[src/rtl/bwd_pkg.sv]
package bwd_pkg;

    // ------------------------------------------------------------
    // Register indices and byte addresses
    // ------------------------------------------------------------
    localparam int AXI_ADDR_W = 12;
    localparam logic [7:0] IDX_WIN0_BASE = 8'h44;
    localparam logic [7:0] IDX_WIN0_LIMIT = 8'h48;
    localparam logic [7:0] IDX_WIN1_BASE = 8'h4c;
    localparam logic [7:0] IDX_WIN1_LIMIT = 8'h50;
    localparam logic [7:0] IDX_WIN_ENABLE = 8'h54;
    localparam logic [7:0] IDX_WIN_MAP = 8'h55;
    localparam logic [7:0] IDX_SEC_DECODE = 8'h56;
    localparam logic [11:0] ADDR_WIN0_BASE = {2'h0, IDX_WIN0_BASE, 2'h0};
    localparam logic [11:0] ADDR_WIN0_LIMIT = {2'h0, IDX_WIN0_LIMIT, 2'h0};
    localparam logic [11:0] ADDR_WIN1_BASE = {2'h0, IDX_WIN1_BASE, 2'h0};
    localparam logic [11:0] ADDR_WIN1_LIMIT = {2'h0, IDX_WIN1_LIMIT, 2'h0};
    localparam logic [11:0] ADDR_WIN_ENABLE = {2'h0, IDX_WIN_ENABLE, 2'h0};
    localparam logic [11:0] ADDR_WIN_MAP = {2'h0, IDX_WIN_MAP, 2'h0};
    localparam logic [11:0] ADDR_SEC_DECODE = {2'h0, IDX_SEC_DECODE, 2'h0};
    localparam logic [11:0] ADDR_DEC_STATUS = 12'h180;

    // ------------------------------------------------------------
    // Reset values and field positions
    // ------------------------------------------------------------
    localparam logic [1:0] RST_WIN_ENABLE = 2'h0;
    localparam logic [1:0] RST_WIN_MAP = 2'h0;
    localparam logic [2:0] RST_SEC_DECODE = 3'h6;
    localparam logic [31:0] RST_WIN_ADDR = 32'h0;
    localparam int SEC_SUB_EN_BIT = 0;
    localparam int SEC_NEG_EN_BIT = 1;
    localparam int SEC_SLOW_BIT = 2;
    localparam int LIMIT_PF_BIT = 0;
    localparam int LIMIT_IO_BIT = 1;
    localparam logic [31:0] BASE_RO_MASK = 32'hffff_fffc;
    localparam logic [2:0] SLOT_SLOW_CLKS = 3'h4;
    localparam logic [2:0] SLOT_NORMAL_CLKS = 3'h3;
    localparam logic [1:0] RESP_OKAY = 2'h0;
    localparam logic [1:0] RESP_SLVERR = 2'h2;

    // ------------------------------------------------------------
    // Types
    // ------------------------------------------------------------
    typedef struct packed {
        logic valid;
        logic is_io;
        logic [31:0] addr;
    } bwd_txn_s;

    typedef struct packed {
        logic [31:0] base;
        logic [31:0] limit;
    } bwd_window_s;

    typedef enum logic [2:0] {
        SUB_IDLE = 3'b001,
        SUB_WAIT = 3'b010,
        SUB_HOLD = 3'b100
    } bwd_sub_state_e;

endpackage : bwd_pkg

[src/rtl/bwd_window_match.sv]
`timescale 1ns/1ps
module bwd_window_match
(
    input wire logic i_enable,
    input wire bwd_pkg::bwd_window_s i_window,
    input wire bwd_pkg::bwd_txn_s i_txn,
    output logic o_hit
);
    import bwd_pkg::*;

    logic win_io;
    logic [31:0] lo;
    logic [31:0] hi;

    always_comb
    begin
        win_io = i_window.limit[LIMIT_IO_BIT];
        if (win_io)
        begin
            lo = {i_window.base[31:2], 2'h0};
            hi = {i_window.limit[31:2], 2'h3};
        end
        else
        begin
            // Memory: 4 KB grain, low limit bits read as ones
            lo = {i_window.base[31:12], 12'h000};
            hi = {i_window.limit[31:12], 12'hfff};
        end
        o_hit = i_enable && i_txn.valid && (i_txn.is_io == win_io)
            && (i_txn.addr >= lo) && (i_txn.addr <= hi);
    end

endmodule : bwd_window_match

[src/rtl/bwd_axil_slave.sv]
`timescale 1ns/1ps
module bwd_axil_slave
(
    input wire logic i_clk,
    input wire logic i_rst_n,
    input wire logic [11:0] i_awaddr,
    input wire logic i_awvalid,
    output logic o_awready,
    input wire logic [31:0] i_wdata,
    input wire logic [3:0] i_wstrb,
    input wire logic i_wvalid,
    output logic o_wready,
    output logic [1:0] o_bresp,
    output logic o_bvalid,
    input wire logic i_bready,
    input wire logic [11:0] i_araddr,
    input wire logic i_arvalid,
    output logic o_arready,
    output logic [31:0] o_rdata,
    output logic [1:0] o_rresp,
    output logic o_rvalid,
    input wire logic i_rready,
    output logic o_wr_en,
    output logic [11:0] o_wr_addr,
    output logic [31:0] o_wr_data,
    output logic [3:0] o_wr_strb,
    input wire logic i_wr_ok,
    output logic o_rd_en,
    input wire logic [31:0] i_rd_data,
    input wire logic i_rd_ok
);
    import bwd_pkg::*;

    logic aw_full_q, aw_full_d, w_full_q, w_full_d;
    logic [11:0] awaddr_q, awaddr_d;
    logic [31:0] wdata_q, wdata_d;
    logic [3:0] wstrb_q, wstrb_d;
    logic bvalid_q, bvalid_d, rvalid_q, rvalid_d;
    logic [1:0] bresp_q, bresp_d, rresp_q, rresp_d;
    logic [31:0] rdata_q, rdata_d;
    logic awready_q, awready_d, wready_q, wready_d, arready_q, arready_d;

    assign o_wr_en = aw_full_q && w_full_q && !bvalid_q;
    assign o_wr_addr = awaddr_q;
    assign o_wr_data = wdata_q;
    assign o_wr_strb = wstrb_q;
    assign o_rd_en = i_arvalid && arready_q;

    always_comb
    begin
        aw_full_d = aw_full_q;
        w_full_d = w_full_q;
        awaddr_d = awaddr_q;
        wdata_d = wdata_q;
        wstrb_d = wstrb_q;
        bvalid_d = bvalid_q;
        bresp_d = bresp_q;
        rvalid_d = rvalid_q;
        rresp_d = rresp_q;
        rdata_d = rdata_q;
        if (i_awvalid && awready_q)
        begin
            aw_full_d = 1'b1;
            awaddr_d = i_awaddr;
        end
        if (i_wvalid && wready_q)
        begin
            w_full_d = 1'b1;
            wdata_d = i_wdata;
            wstrb_d = i_wstrb;
        end
        if (o_wr_en)
        begin
            aw_full_d = 1'b0;
            w_full_d = 1'b0;
            bvalid_d = 1'b1;
            bresp_d = i_wr_ok ? RESP_OKAY : RESP_SLVERR;
        end
        else if (bvalid_q && i_bready)
        begin
            bvalid_d = 1'b0;
        end
        if (o_rd_en)
        begin
            rvalid_d = 1'b1;
            rdata_d = i_rd_data;
            rresp_d = i_rd_ok ? RESP_OKAY : RESP_SLVERR;
        end
        else if (rvalid_q && i_rready)
        begin
            rvalid_d = 1'b0;
        end
        // One write and one read in flight at a time
        awready_d = !aw_full_d && !bvalid_d;
        wready_d = !w_full_d && !bvalid_d;
        arready_d = !rvalid_d;
    end

    always_ff @(posedge i_clk or negedge i_rst_n)
    begin
        if (!i_rst_n)
        begin
            aw_full_q <= 1'b0;
            w_full_q <= 1'b0;
            awaddr_q <= 12'h0;
            wdata_q <= 32'h0;
            wstrb_q <= 4'h0;
            bvalid_q <= 1'b0;
            bresp_q <= 2'h0;
            rvalid_q <= 1'b0;
            rresp_q <= 2'h0;
            rdata_q <= 32'h0;
            awready_q <= 1'b0;
            wready_q <= 1'b0;
            arready_q <= 1'b0;
        end
        else
        begin
            aw_full_q <= aw_full_d;
            w_full_q <= w_full_d;
            awaddr_q <= awaddr_d;
            wdata_q <= wdata_d;
            wstrb_q <= wstrb_d;
            bvalid_q <= bvalid_d;
            bresp_q <= bresp_d;
            rvalid_q <= rvalid_d;
            rresp_q <= rresp_d;
            rdata_q <= rdata_d;
            awready_q <= awready_d;
            wready_q <= wready_d;
            arready_q <= arready_d;
        end
    end

    assign o_awready = awready_q;
    assign o_wready = wready_q;
    assign o_bvalid = bvalid_q;
    assign o_bresp = bresp_q;
    assign o_arready = arready_q;
    assign o_rvalid = rvalid_q;
    assign o_rresp = rresp_q;
    assign o_rdata = rdata_q;

endmodule : bwd_axil_slave

[src/rtl/bwd_decode_top.sv]
// Contract
// - Window enable and map registers read zero in bits 7-2.
// - Secondary decode control reads zero in bits 7-3.
// - Enable bit 0 gates window 0 decode; resets to off.
// - Enable bit 1 gates window 1 decode; resets to off.
// - Map bit 0 clear includes window 0 in primary decode, set excludes.
// - Map bit 1 clear includes window 1 in primary decode, set excludes.
// - Negative decode on: secondary decode is complement of primary positive decode.
// - Negative decode off: excluded windows positively forward secondary to primary.
// - Upstream window decode is steered by the window map and the secondary decode control.
// - Window settings have no effect unless its enable bit is set.
// - Control bit 1 enables secondary negative decode; resets to on.
// - Negative decode on: all secondary cycles outside included windows go upstream.
// - Control bit 0 enables secondary subtractive claim; resets to off.
// - Subtractive: unclaimed secondary cycles forwarded at the decode slot.
// - Speed bit alone never enables subtractive decode.
// - Control bit 2 picks slow slot, four clocks after frame start.
// - Limit bits 1-0 give window type: memory, prefetchable, or I/O.
// - Memory windows 4 KB grain, I/O windows doubleword grain.
`timescale 1ns/1ps
module bwd_decode_top
(
    input wire logic i_clk,
    input wire logic i_reset_n,
    input wire logic [11:0] i_s_axi_awaddr,
    input wire logic i_s_axi_awvalid,
    output logic o_s_axi_awready,
    input wire logic [31:0] i_s_axi_wdata,
    input wire logic [3:0] i_s_axi_wstrb,
    input wire logic i_s_axi_wvalid,
    output logic o_s_axi_wready,
    output logic [1:0] o_s_axi_bresp,
    output logic o_s_axi_bvalid,
    input wire logic i_s_axi_bready,
    input wire logic [11:0] i_s_axi_araddr,
    input wire logic i_s_axi_arvalid,
    output logic o_s_axi_arready,
    output logic [31:0] o_s_axi_rdata,
    output logic [1:0] o_s_axi_rresp,
    output logic o_s_axi_rvalid,
    input wire logic i_s_axi_rready,
    input wire bwd_pkg::bwd_txn_s i_pri_txn,
    input wire bwd_pkg::bwd_txn_s i_sec_txn,
    input wire logic i_sec_devsel,
    output logic o_pri_claim,
    output logic o_sec_fwd,
    output logic o_sec_sub_claim
);
    import bwd_pkg::*;

    // ------------------------------------------------------------
    // Reset release
    // ------------------------------------------------------------
    logic [1:0] rst_sync_q;
    logic rst_n;

    always_ff @(posedge i_clk or negedge i_reset_n)
    begin
        if (!i_reset_n)
        begin
            rst_sync_q <= 2'h0;
        end
        else
        begin
            rst_sync_q <= {rst_sync_q[0], 1'b1};
        end
    end

    assign rst_n = rst_sync_q[1];

    // ------------------------------------------------------------
    // Register bus
    // ------------------------------------------------------------
    logic wr_en;
    logic [11:0] wr_addr;
    logic [31:0] wr_data;
    logic [3:0] wr_strb;
    logic wr_ok;
    logic rd_en;
    logic [31:0] rd_data;
    logic rd_ok;

    bwd_axil_slave u_slave
    (
        .i_clk(i_clk),
        .i_rst_n(rst_n),
        .i_awaddr(i_s_axi_awaddr),
        .i_awvalid(i_s_axi_awvalid),
        .o_awready(o_s_axi_awready),
        .i_wdata(i_s_axi_wdata),
        .i_wstrb(i_s_axi_wstrb),
        .i_wvalid(i_s_axi_wvalid),
        .o_wready(o_s_axi_wready),
        .o_bresp(o_s_axi_bresp),
        .o_bvalid(o_s_axi_bvalid),
        .i_bready(i_s_axi_bready),
        .i_araddr(i_s_axi_araddr),
        .i_arvalid(i_s_axi_arvalid),
        .o_arready(o_s_axi_arready),
        .o_rdata(o_s_axi_rdata),
        .o_rresp(o_s_axi_rresp),
        .o_rvalid(o_s_axi_rvalid),
        .i_rready(i_s_axi_rready),
        .o_wr_en(wr_en),
        .o_wr_addr(wr_addr),
        .o_wr_data(wr_data),
        .o_wr_strb(wr_strb),
        .i_wr_ok(wr_ok),
        .o_rd_en(rd_en),
        .i_rd_data(rd_data),
        .i_rd_ok(rd_ok)
    );

    // ------------------------------------------------------------
    // Configuration registers
    // ------------------------------------------------------------
    logic [1:0] win_en_q, win_en_d;
    logic [1:0] win_map_q, win_map_d;
    logic [2:0] sec_ctl_q, sec_ctl_d;
    bwd_window_s win_q [2];
    bwd_window_s win_d [2];
    logic [31:0] wmask;
    logic [2:0] status;

    function automatic logic [31:0] bwd_merge(input logic [31:0] old_v,
        input logic [31:0] new_v, input logic [31:0] mask);
        bwd_merge = (old_v & ~mask) | (new_v & mask);
    endfunction : bwd_merge

    always_comb
    begin
        wmask = {{8{wr_strb[3]}}, {8{wr_strb[2]}}, {8{wr_strb[1]}}, {8{wr_strb[0]}}};
        win_en_d = win_en_q;
        win_map_d = win_map_q;
        sec_ctl_d = sec_ctl_q;
        win_d[0] = win_q[0];
        win_d[1] = win_q[1];
        wr_ok = 1'b1;
        if (wr_en)
        begin
            case (wr_addr)
                ADDR_WIN0_BASE:
                begin
                    win_d[0].base = bwd_merge(win_q[0].base, wr_data, wmask & BASE_RO_MASK);
                end
                ADDR_WIN0_LIMIT:
                begin
                    win_d[0].limit = bwd_merge(win_q[0].limit, wr_data, wmask);
                end
                ADDR_WIN1_BASE:
                begin
                    win_d[1].base = bwd_merge(win_q[1].base, wr_data, wmask & BASE_RO_MASK);
                end
                ADDR_WIN1_LIMIT:
                begin
                    win_d[1].limit = bwd_merge(win_q[1].limit, wr_data, wmask);
                end
                ADDR_WIN_ENABLE:
                begin
                    if (wr_strb[0])
                    begin
                        win_en_d = wr_data[1:0];
                    end
                end
                ADDR_WIN_MAP:
                begin
                    if (wr_strb[0])
                    begin
                        win_map_d = wr_data[1:0];
                    end
                end
                ADDR_SEC_DECODE:
                begin
                    if (wr_strb[0])
                    begin
                        sec_ctl_d = wr_data[2:0];
                    end
                end
                ADDR_DEC_STATUS:
                begin
                    wr_ok = 1'b1;
                end
                default:
                begin
                    wr_ok = 1'b0;
                end
            endcase
        end
    end

    always_ff @(posedge i_clk or negedge rst_n)
    begin
        if (!rst_n)
        begin
            win_en_q <= RST_WIN_ENABLE;
            win_map_q <= RST_WIN_MAP;
            sec_ctl_q <= RST_SEC_DECODE;
            win_q[0] <= '{base: RST_WIN_ADDR, limit: RST_WIN_ADDR};
            win_q[1] <= '{base: RST_WIN_ADDR, limit: RST_WIN_ADDR};
        end
        else
        begin
            win_en_q <= win_en_d;
            win_map_q <= win_map_d;
            sec_ctl_q <= sec_ctl_d;
            win_q[0] <= win_d[0];
            win_q[1] <= win_d[1];
        end
    end

    // Read mux; narrow registers pad with zeros
    always_comb
    begin
        rd_ok = 1'b1;
        rd_data = 32'h0;
        if (rd_en)
        begin
            case (i_s_axi_araddr)
                ADDR_WIN0_BASE: rd_data = win_q[0].base;
                ADDR_WIN0_LIMIT: rd_data = win_q[0].limit;
                ADDR_WIN1_BASE: rd_data = win_q[1].base;
                ADDR_WIN1_LIMIT: rd_data = win_q[1].limit;
                ADDR_WIN_ENABLE: rd_data = {30'h0, win_en_q};
                ADDR_WIN_MAP: rd_data = {30'h0, win_map_q};
                ADDR_SEC_DECODE: rd_data = {29'h0, sec_ctl_q};
                ADDR_DEC_STATUS: rd_data = {29'h0, status};
                default: rd_ok = 1'b0;
            endcase
        end
    end

    // ------------------------------------------------------------
    // Window match
    // ------------------------------------------------------------
    logic [1:0] pri_hit;
    logic [1:0] sec_hit;

    for (genvar g = 0; g < 2; g++)
    begin : g_win
        // Disabled window never hits
        bwd_window_match u_pri
        (
            .i_enable(win_en_q[g]),
            .i_window(win_q[g]),
            .i_txn(i_pri_txn),
            .o_hit(pri_hit[g])
        );
        bwd_window_match u_sec
        (
            .i_enable(win_en_q[g]),
            .i_window(win_q[g]),
            .i_txn(i_sec_txn),
            .o_hit(sec_hit[g])
        );
    end

    // ------------------------------------------------------------
    // Decode decisions
    // ------------------------------------------------------------
    logic pri_claim_q, pri_claim_d;
    logic sec_fwd_q, sec_fwd_d;
    logic sec_down;
    logic sec_pos_up;

    always_comb
    begin
        pri_claim_d = i_pri_txn.valid && |(pri_hit & ~win_map_q);
        sec_down = |(sec_hit & ~win_map_q);
        sec_pos_up = |(sec_hit & win_map_q);
        sec_fwd_d = 1'b0;
        if (i_sec_txn.valid)
        begin
            if (sec_ctl_q[SEC_NEG_EN_BIT])
            begin
                sec_fwd_d = !sec_down;
            end
            else
            begin
                sec_fwd_d = sec_pos_up;
            end
        end
    end

    // ------------------------------------------------------------
    // Subtractive claim
    // ------------------------------------------------------------
    bwd_sub_state_e sub_state_q, sub_state_d;
    logic [2:0] sub_cnt_q, sub_cnt_d;
    logic [2:0] sub_slot_q, sub_slot_d;
    logic sub_claim_q, sub_claim_d;
    logic sub_seen_q, sub_seen_d;

    always_comb
    begin
        sub_state_d = sub_state_q;
        sub_cnt_d = sub_cnt_q;
        sub_slot_d = sub_slot_q;
        sub_claim_d = 1'b0;
        sub_seen_d = sub_seen_q;
        case (sub_state_q)
            SUB_IDLE:
            begin
                // Cycles the bridge already forwards or owns are skipped
                if (i_sec_txn.valid && sec_ctl_q[SEC_SUB_EN_BIT] && !sec_fwd_d
                    && !sec_down)
                begin
                    sub_state_d = SUB_WAIT;
                    sub_cnt_d = 3'h1;
                    sub_slot_d = sec_ctl_q[SEC_SLOW_BIT] ? SLOT_SLOW_CLKS
                        : SLOT_NORMAL_CLKS;
                    sub_seen_d = 1'b0;
                end
            end
            SUB_WAIT:
            begin
                if (i_sec_devsel)
                begin
                    sub_state_d = SUB_IDLE;
                end
                else if (sub_cnt_q == sub_slot_q - 3'h1)
                begin
                    sub_claim_d = 1'b1;
                    sub_seen_d = 1'b1;
                    sub_state_d = SUB_HOLD;
                end
                else
                begin
                    sub_cnt_d = sub_cnt_q + 3'h1;
                end
            end
            SUB_HOLD:
            begin
                sub_state_d = SUB_IDLE;
            end
            default:
            begin
                sub_state_d = SUB_IDLE;
            end
        endcase
    end

    always_ff @(posedge i_clk or negedge rst_n)
    begin
        if (!rst_n)
        begin
            pri_claim_q <= 1'b0;
            sec_fwd_q <= 1'b0;
            sub_state_q <= SUB_IDLE;
            sub_cnt_q <= 3'h0;
            sub_slot_q <= SLOT_SLOW_CLKS;
            sub_claim_q <= 1'b0;
            sub_seen_q <= 1'b0;
        end
        else
        begin
            pri_claim_q <= pri_claim_d;
            sec_fwd_q <= sec_fwd_d;
            sub_state_q <= sub_state_d;
            sub_cnt_q <= sub_cnt_d;
            sub_slot_q <= sub_slot_d;
            sub_claim_q <= sub_claim_d;
            sub_seen_q <= sub_seen_d;
        end
    end

    assign status = {sub_seen_q, sec_fwd_q, pri_claim_q};
    assign o_pri_claim = pri_claim_q;
    assign o_sec_fwd = sec_fwd_q;
    assign o_sec_sub_claim = sub_claim_q;

endmodule : bwd_decode_top

[config.mk]
export PLATFORM = sky130hd
export DESIGN_NAME = bwd_decode_top
export DESIGN_NICKNAME = d
export VERILOG_FILES = /design/src/rtl/bwd_pkg.sv /design/src/rtl/bwd_window_match.sv /design/src/rtl/bwd_axil_slave.sv /design/src/rtl/bwd_decode_top.sv
export SDC_FILE = /design/constraint.sdc
export NUM_CORES = 1
export LEC_CHECK = 0
export ABC_CLOCK_PERIOD_IN_PS = 9300
export BUFFER_PORTS_ARGS = -buffer_cell sky130_fd_sc_hd__buf_4
export CAP_MARGIN = 20
export CORE_ASPECT_RATIO = 1.4
export CORE_MARGIN = 3
export CORE_UTILIZATION = 60
export DETAILED_ROUTE_END_ITERATION = 6
export GPL_TIMING_DRIVEN = 0
export HOLD_SLACK_MARGIN = 0.08
export PLACE_DENSITY = 0.82
export REMOVE_ABC_BUFFERS = 1
export SYNTH_ARGS = -nofsm -noshare
export SYNTH_HDL_FRONTEND = slang
export SYNTH_SLANG_ARGS = --single-unit
[constraint.sdc]
create_clock -name i_clk -period 9.3 [get_ports i_clk]
set_input_delay 0.465 -clock i_clk [delete_from_list [all_inputs] [get_ports i_clk]]
set_output_delay 0.465 -clock i_clk [all_outputs]
set_load 0.02 [all_outputs]
Yosys cells after proc, flatten, opt, wreduce, memory -nomap -nowiden
Index checks and enable logic that the tools add are counted.
{ "totals": {"ff_bits": 241} }
{ "op_classes": {"muxes": 37, "n_lt_le_gt_ge": 8, "n_eq_ne": 28, "bitwise": 16, "add_sub_neg": 2, "reduce_logical": 53} }
{ "op_table": {"columns": ["op", "n"], "rows": [
  ["$pmux 32 s8", 1],
  ["$and 32x32->32", 6],
  ["$eq 12x9->1 const B", 16],
  ["$ge 32x32->1", 4],
  ["$le 32x32->1", 4],
  ["$or 32x32->32", 4],
  ["$not 32->32", 2],
  ["$mux 12", 4],
  ["$logic_and 1x1->1", 29],
  ["$mux 3", 7],
  ["$mux 1", 20],
  ["$reduce_or 8->1", 2],
  ["$pmux 3 s2", 2],
  ["$reduce_and 2->1", 6],
  ["$reduce_and 3->1", 3],
  ["$ne 2x2->1 const B", 4],
  ["$reduce_and 4->1", 2],
  ["$logic_not 1->1", 7],
  ["$and 2x2->2", 3],
  ["$reduce_or 2->1", 3],
  ["$eq 1x1->1", 4],
  ["$mux 2", 2],
  ["$add 3x1->3 const B", 1],
  ["$eq 3x1->1 const B", 1],
  ["other kinds (7)", 7]
]} }

Logic depth before layout (Yosys ltp)
{ "depth": {"depth_word": 14, "ltp_mapped": 12} }

By module
Synthesis repeated with hierarchy kept, for this count alone.
{ "unflattened": {"cells_unflattened": 1611, "hier_area_um2": 16618.4} }
{ "by_module_without_submodules": {"columns": ["mod", "cells_per_inst", "seq_area_each_um2", "area_each_um2", "n_inst"], "rows": [
  ["bwd_decode_top", 518, 3633.5, 6874.1, 1],
  ["bwd_window_match (g_win[0].u_sec ...)", 223, 0.0, 1580.3, 3],
  ["bwd_axil_slave", 200, 2227.1, 3417.0, 1],
  ["bwd_window_match (g_win[0].u_pri)", 224, 0.0, 1586.5, 1]
]} }

Least setup slack after synthesis
No wires, ideal clock.
{ "synth_path": {"path_type": "register to register", "startpoint": "register with a tool-made name", "endpoint": "register sub_slot_q[2]", "t_arrival_ps": 2567, "slack_ps": 6649, "setup_time_ps": 85, "path_buffers": 2, "stages_incl_launch_ff": 13, "cell_sequence": "dfrtp_1 -> buf_2 -> clkbuf_1 -> nor2b_1 -> ha_1 -> a211oi_1 -> nor2_1 -> o311ai_0 -> a21o_1 -> o211ai_1 -> a21o_1 -> nand3_4 -> mux2_1"} }
{ "synth_lines": {"columns": ["element", "line", "rtl"], "rows": [
  ["end signal: assignment", "bwd_decode_top.sv:360", "sub_slot_q <= sub_slot_d;"],
  ["end: declaration", "bwd_decode_top.sv:289", "logic [2:0] sub_slot_q, sub_slot_d;"]
]} }

==> results_dict.tcl <==
set metrics [dict create \
    cts_buffers 24 \
    dieArea_um2 27700 \
    die_width_um 142 \
    critPathKind "reg -> reg" \
    post-route-period-util 0.418 \
    drtPass1Iterations 7 \
    worstReg2RegEnd "sub_cnt_q[2]" \
    synth_simple_gate_area_frac 0.112 \
    hold_path_depth 2 \
    yosys_warnings 0 \
    ff2ff_path_depth 10 \
    timing.slew.headroom 0.330 \
    multiInputGateArea_um2 9110 \
    antenna_found_initial 0 \
    p_leak_nw 8.48 \
    cap_violations 0 \
    hold_buffers 1 \
    r2r_slack_ps 5410 \
    finish.instance_area_um2 18100 \
    grt_pass1_vias 13600 \
    clk_latency_ps 540 \
    start_util 0.618 \
    final_cell_mix "237 x ha_1, 229 x dfrtp_1, 187 x mux2_2, 177 x buf_4, 141 x nand2_1" \
    die_y_um 196 \
    muxShareOfSynthArea 0.140 \
    grt.total_usage 0.326 \
    finalHoldViolCount 0 \
    grt_pass1_wl_um 71700 \
    power_density_nw_per_um2 155 \
    clk_path_buf_depth 3 \
    syn_area_um2 15500 \
    overflow 0 \
    syn_inst 1483 \
    postRouteAntennaNets 0 \
    holdCritStartpoint "i_sec_devsel" \
    seq_area_um2 5860 \
    final_common_cell "ha_1" \
    synth.distinct_cells 66 \
    status "finished with violations" \
    routed_wl_um 45500 \
    clock_sinks 234 \
    vias 12800 \
    finClkSkew_ps 7.09 \
    drv_slew 0 \
    wl_per_cell_um 22.9 \
    p_total_mw 2.81 \
    cts_resized 0 \
    cts_tree "yes" \
    synth_seq_area_share 0.379 \
    synth_fa_ha_area_frac 0.192 \
    ys_seq_elements 234 \
    ios 180 \
    vdd_ir_drop_max_v 0.000210 \
    path_clk_slew_ps 60 \
    cp.arrival_ps 4310 \
    hp-class "in -> reg" \
    nFillCells 1865 \
    worst_setup_path_start_kind "flop" \
    avgSynthCellArea_um2 10.4 \
    cp_max_fo 27 \
    diodes 0 \
    min_period_ps 3890 \
    cts_max_level 1 \
    holdWs_ps 123 \
    coreArea_um2 25000 \
    via_per_inst 6.43 \
    final-setup-viol-count 0 \
    cts.root.buffer_cell "clkbuf_16" \
    synth_top_family_by_area "adder cells" \
    tightest_slew_ps 1000 \
    rows 68 \
    drc_errors 6 \
    postCtsSetupBuffers 0 \
    end_kind "flop" \
    violations "design-rule violations" \
    fmax_mhz 257 \
    final_nets 2032 \
    dp_hpwl_um 34700 \
    grt_max_degree 73 \
    synthXorXnorAreaFrac 0.00567 \
    synth_compound_area_frac 0.136 \
    rsz0062_at_grt "false" \
    io_buffer_count 177 \
    synthArstFlopShare 1.00 \
    globalplace.congestion 0.945 \
    area_growth_pct 17.2 \
    worstPathRequired_ps 9720 \
    synth_edf_count 0 \
    ys.flop_type "dfrtp_1" \
    dpl_cell_area_um2 17300 \
    drive_gt1_frac 0.265 \
    hold_end "sub_state_q[2]" \
    drt_iter0_markers 867 \
]
==> routing by layer <==
| layer | part of all wire | wire length (um) | track usage |
|---|---|---|---|
| met2 | 0.50 | 22900 | 0.574 |
| met1 | 0.39 | 17700 | 0.394 |
| met4 | 0.052 | 2380 | 0.157 |
| met3 | 0.056 | 2540 | 0.0376 |
| met5 | 0 | 0 | 0 |
==> worst max-delay path, cell delays in order (launching register included) <==
cell and delay [ps]:
dfrtp_1 1000, nand2_1 260, ha_1 360, nor2b_1 130
a311o_1 320, a21oi_1 300, o21ai_0 270, a21oi_1 260
a21o_1 300, nand3_4 160, a311o_1 390
==> power by group <==
group | switching, mW | total [mW] | internal, mW
registers | 0.161 | 1.31 | 1.14
logic | 0.233 | 0.483 | 0.250
clock network | 0.419 | 1.03 | 0.606
==> worst max path at each step <==
stage / start / endpoint / slack (ps)
after global routing: flop / sub_cnt_q[2] / 5250
after CTS: flop / sub_cnt_q[2] / 5390
after detailed placement: flop / sub_cnt_q[2] / 5440
after floorplan: rst_sync_q[1] / async pin / 2300
final: flop / sub_cnt_q[2] / 5410
after global placement: rst_sync_q[1] / u_slave.o_arready / -120
==> cells in the mapped netlist, drive strengths merged, types with 4 or more instances <==
master,n,area share
a222oi,31,0.020
nand2,150,0.038
o21ai,102,0.033
nor4,6,0.0024
o211ai,8,0.0042
nor2,51,0.013
o21a,11,0.0053
buf,16,0.0053
a21oi,80,0.026
inv,92,0.022
dfstp,4,0.0068
nor2b,31,0.013
nor4b,4,0.0031
nand3,26,0.0092
and2,5,0.0020
a211oi,11,0.0053
nor3b,7,0.0037
a221oi,6,0.0034
xnor2,9,0.0051
ha,237,0.19
and4,5,0.0028
a31oi,4,0.0016
nand4,36,0.015
dfrtp,230,0.37
mux2,190,0.14
and3,4,0.0016
a21o,43,0.021
nor3,16,0.0055
clkbuf,24,0.0058
==> area by class of cell <==
cell class / instances / area share
sequential: 234 / 0.324
multi-input combinational: 1118 / 0.503
tap: 315 / 0.0218
inverter: 92 / 0.0191
timing repair buffer: 189 / 0.0857
clock buffer: 38 / 0.0410
clock inverter: 6 / 0.00546
==> per-stage QoR <==
stage	utilization	TNS (ps)	std cells	setup WS [ps]
after detailed placement	0.690	0	1947	5440
final	0.724	0	1992	5410
after global routing	0.724	0	1992	5250
after floorplan	-	0	1444	2300
after CTS	0.724	0	1992	5390
after global placement	0.680	-19160	1936	-119
==> cell families (layout without fill, tap and decap cells) <==
group,count (synthesis),after routing
AND/OR/NAND/NOR,350,350
AO/OA/AOI/OAI,325,325
adder cells (fa/ha/maj),237,237
flip-flops,234,234
multiplexers,193,193
buffers and inverters,132,325
XOR/XNOR,10,10
other,2,3
No activity file was read; power rests on OpenSTA's default activity.
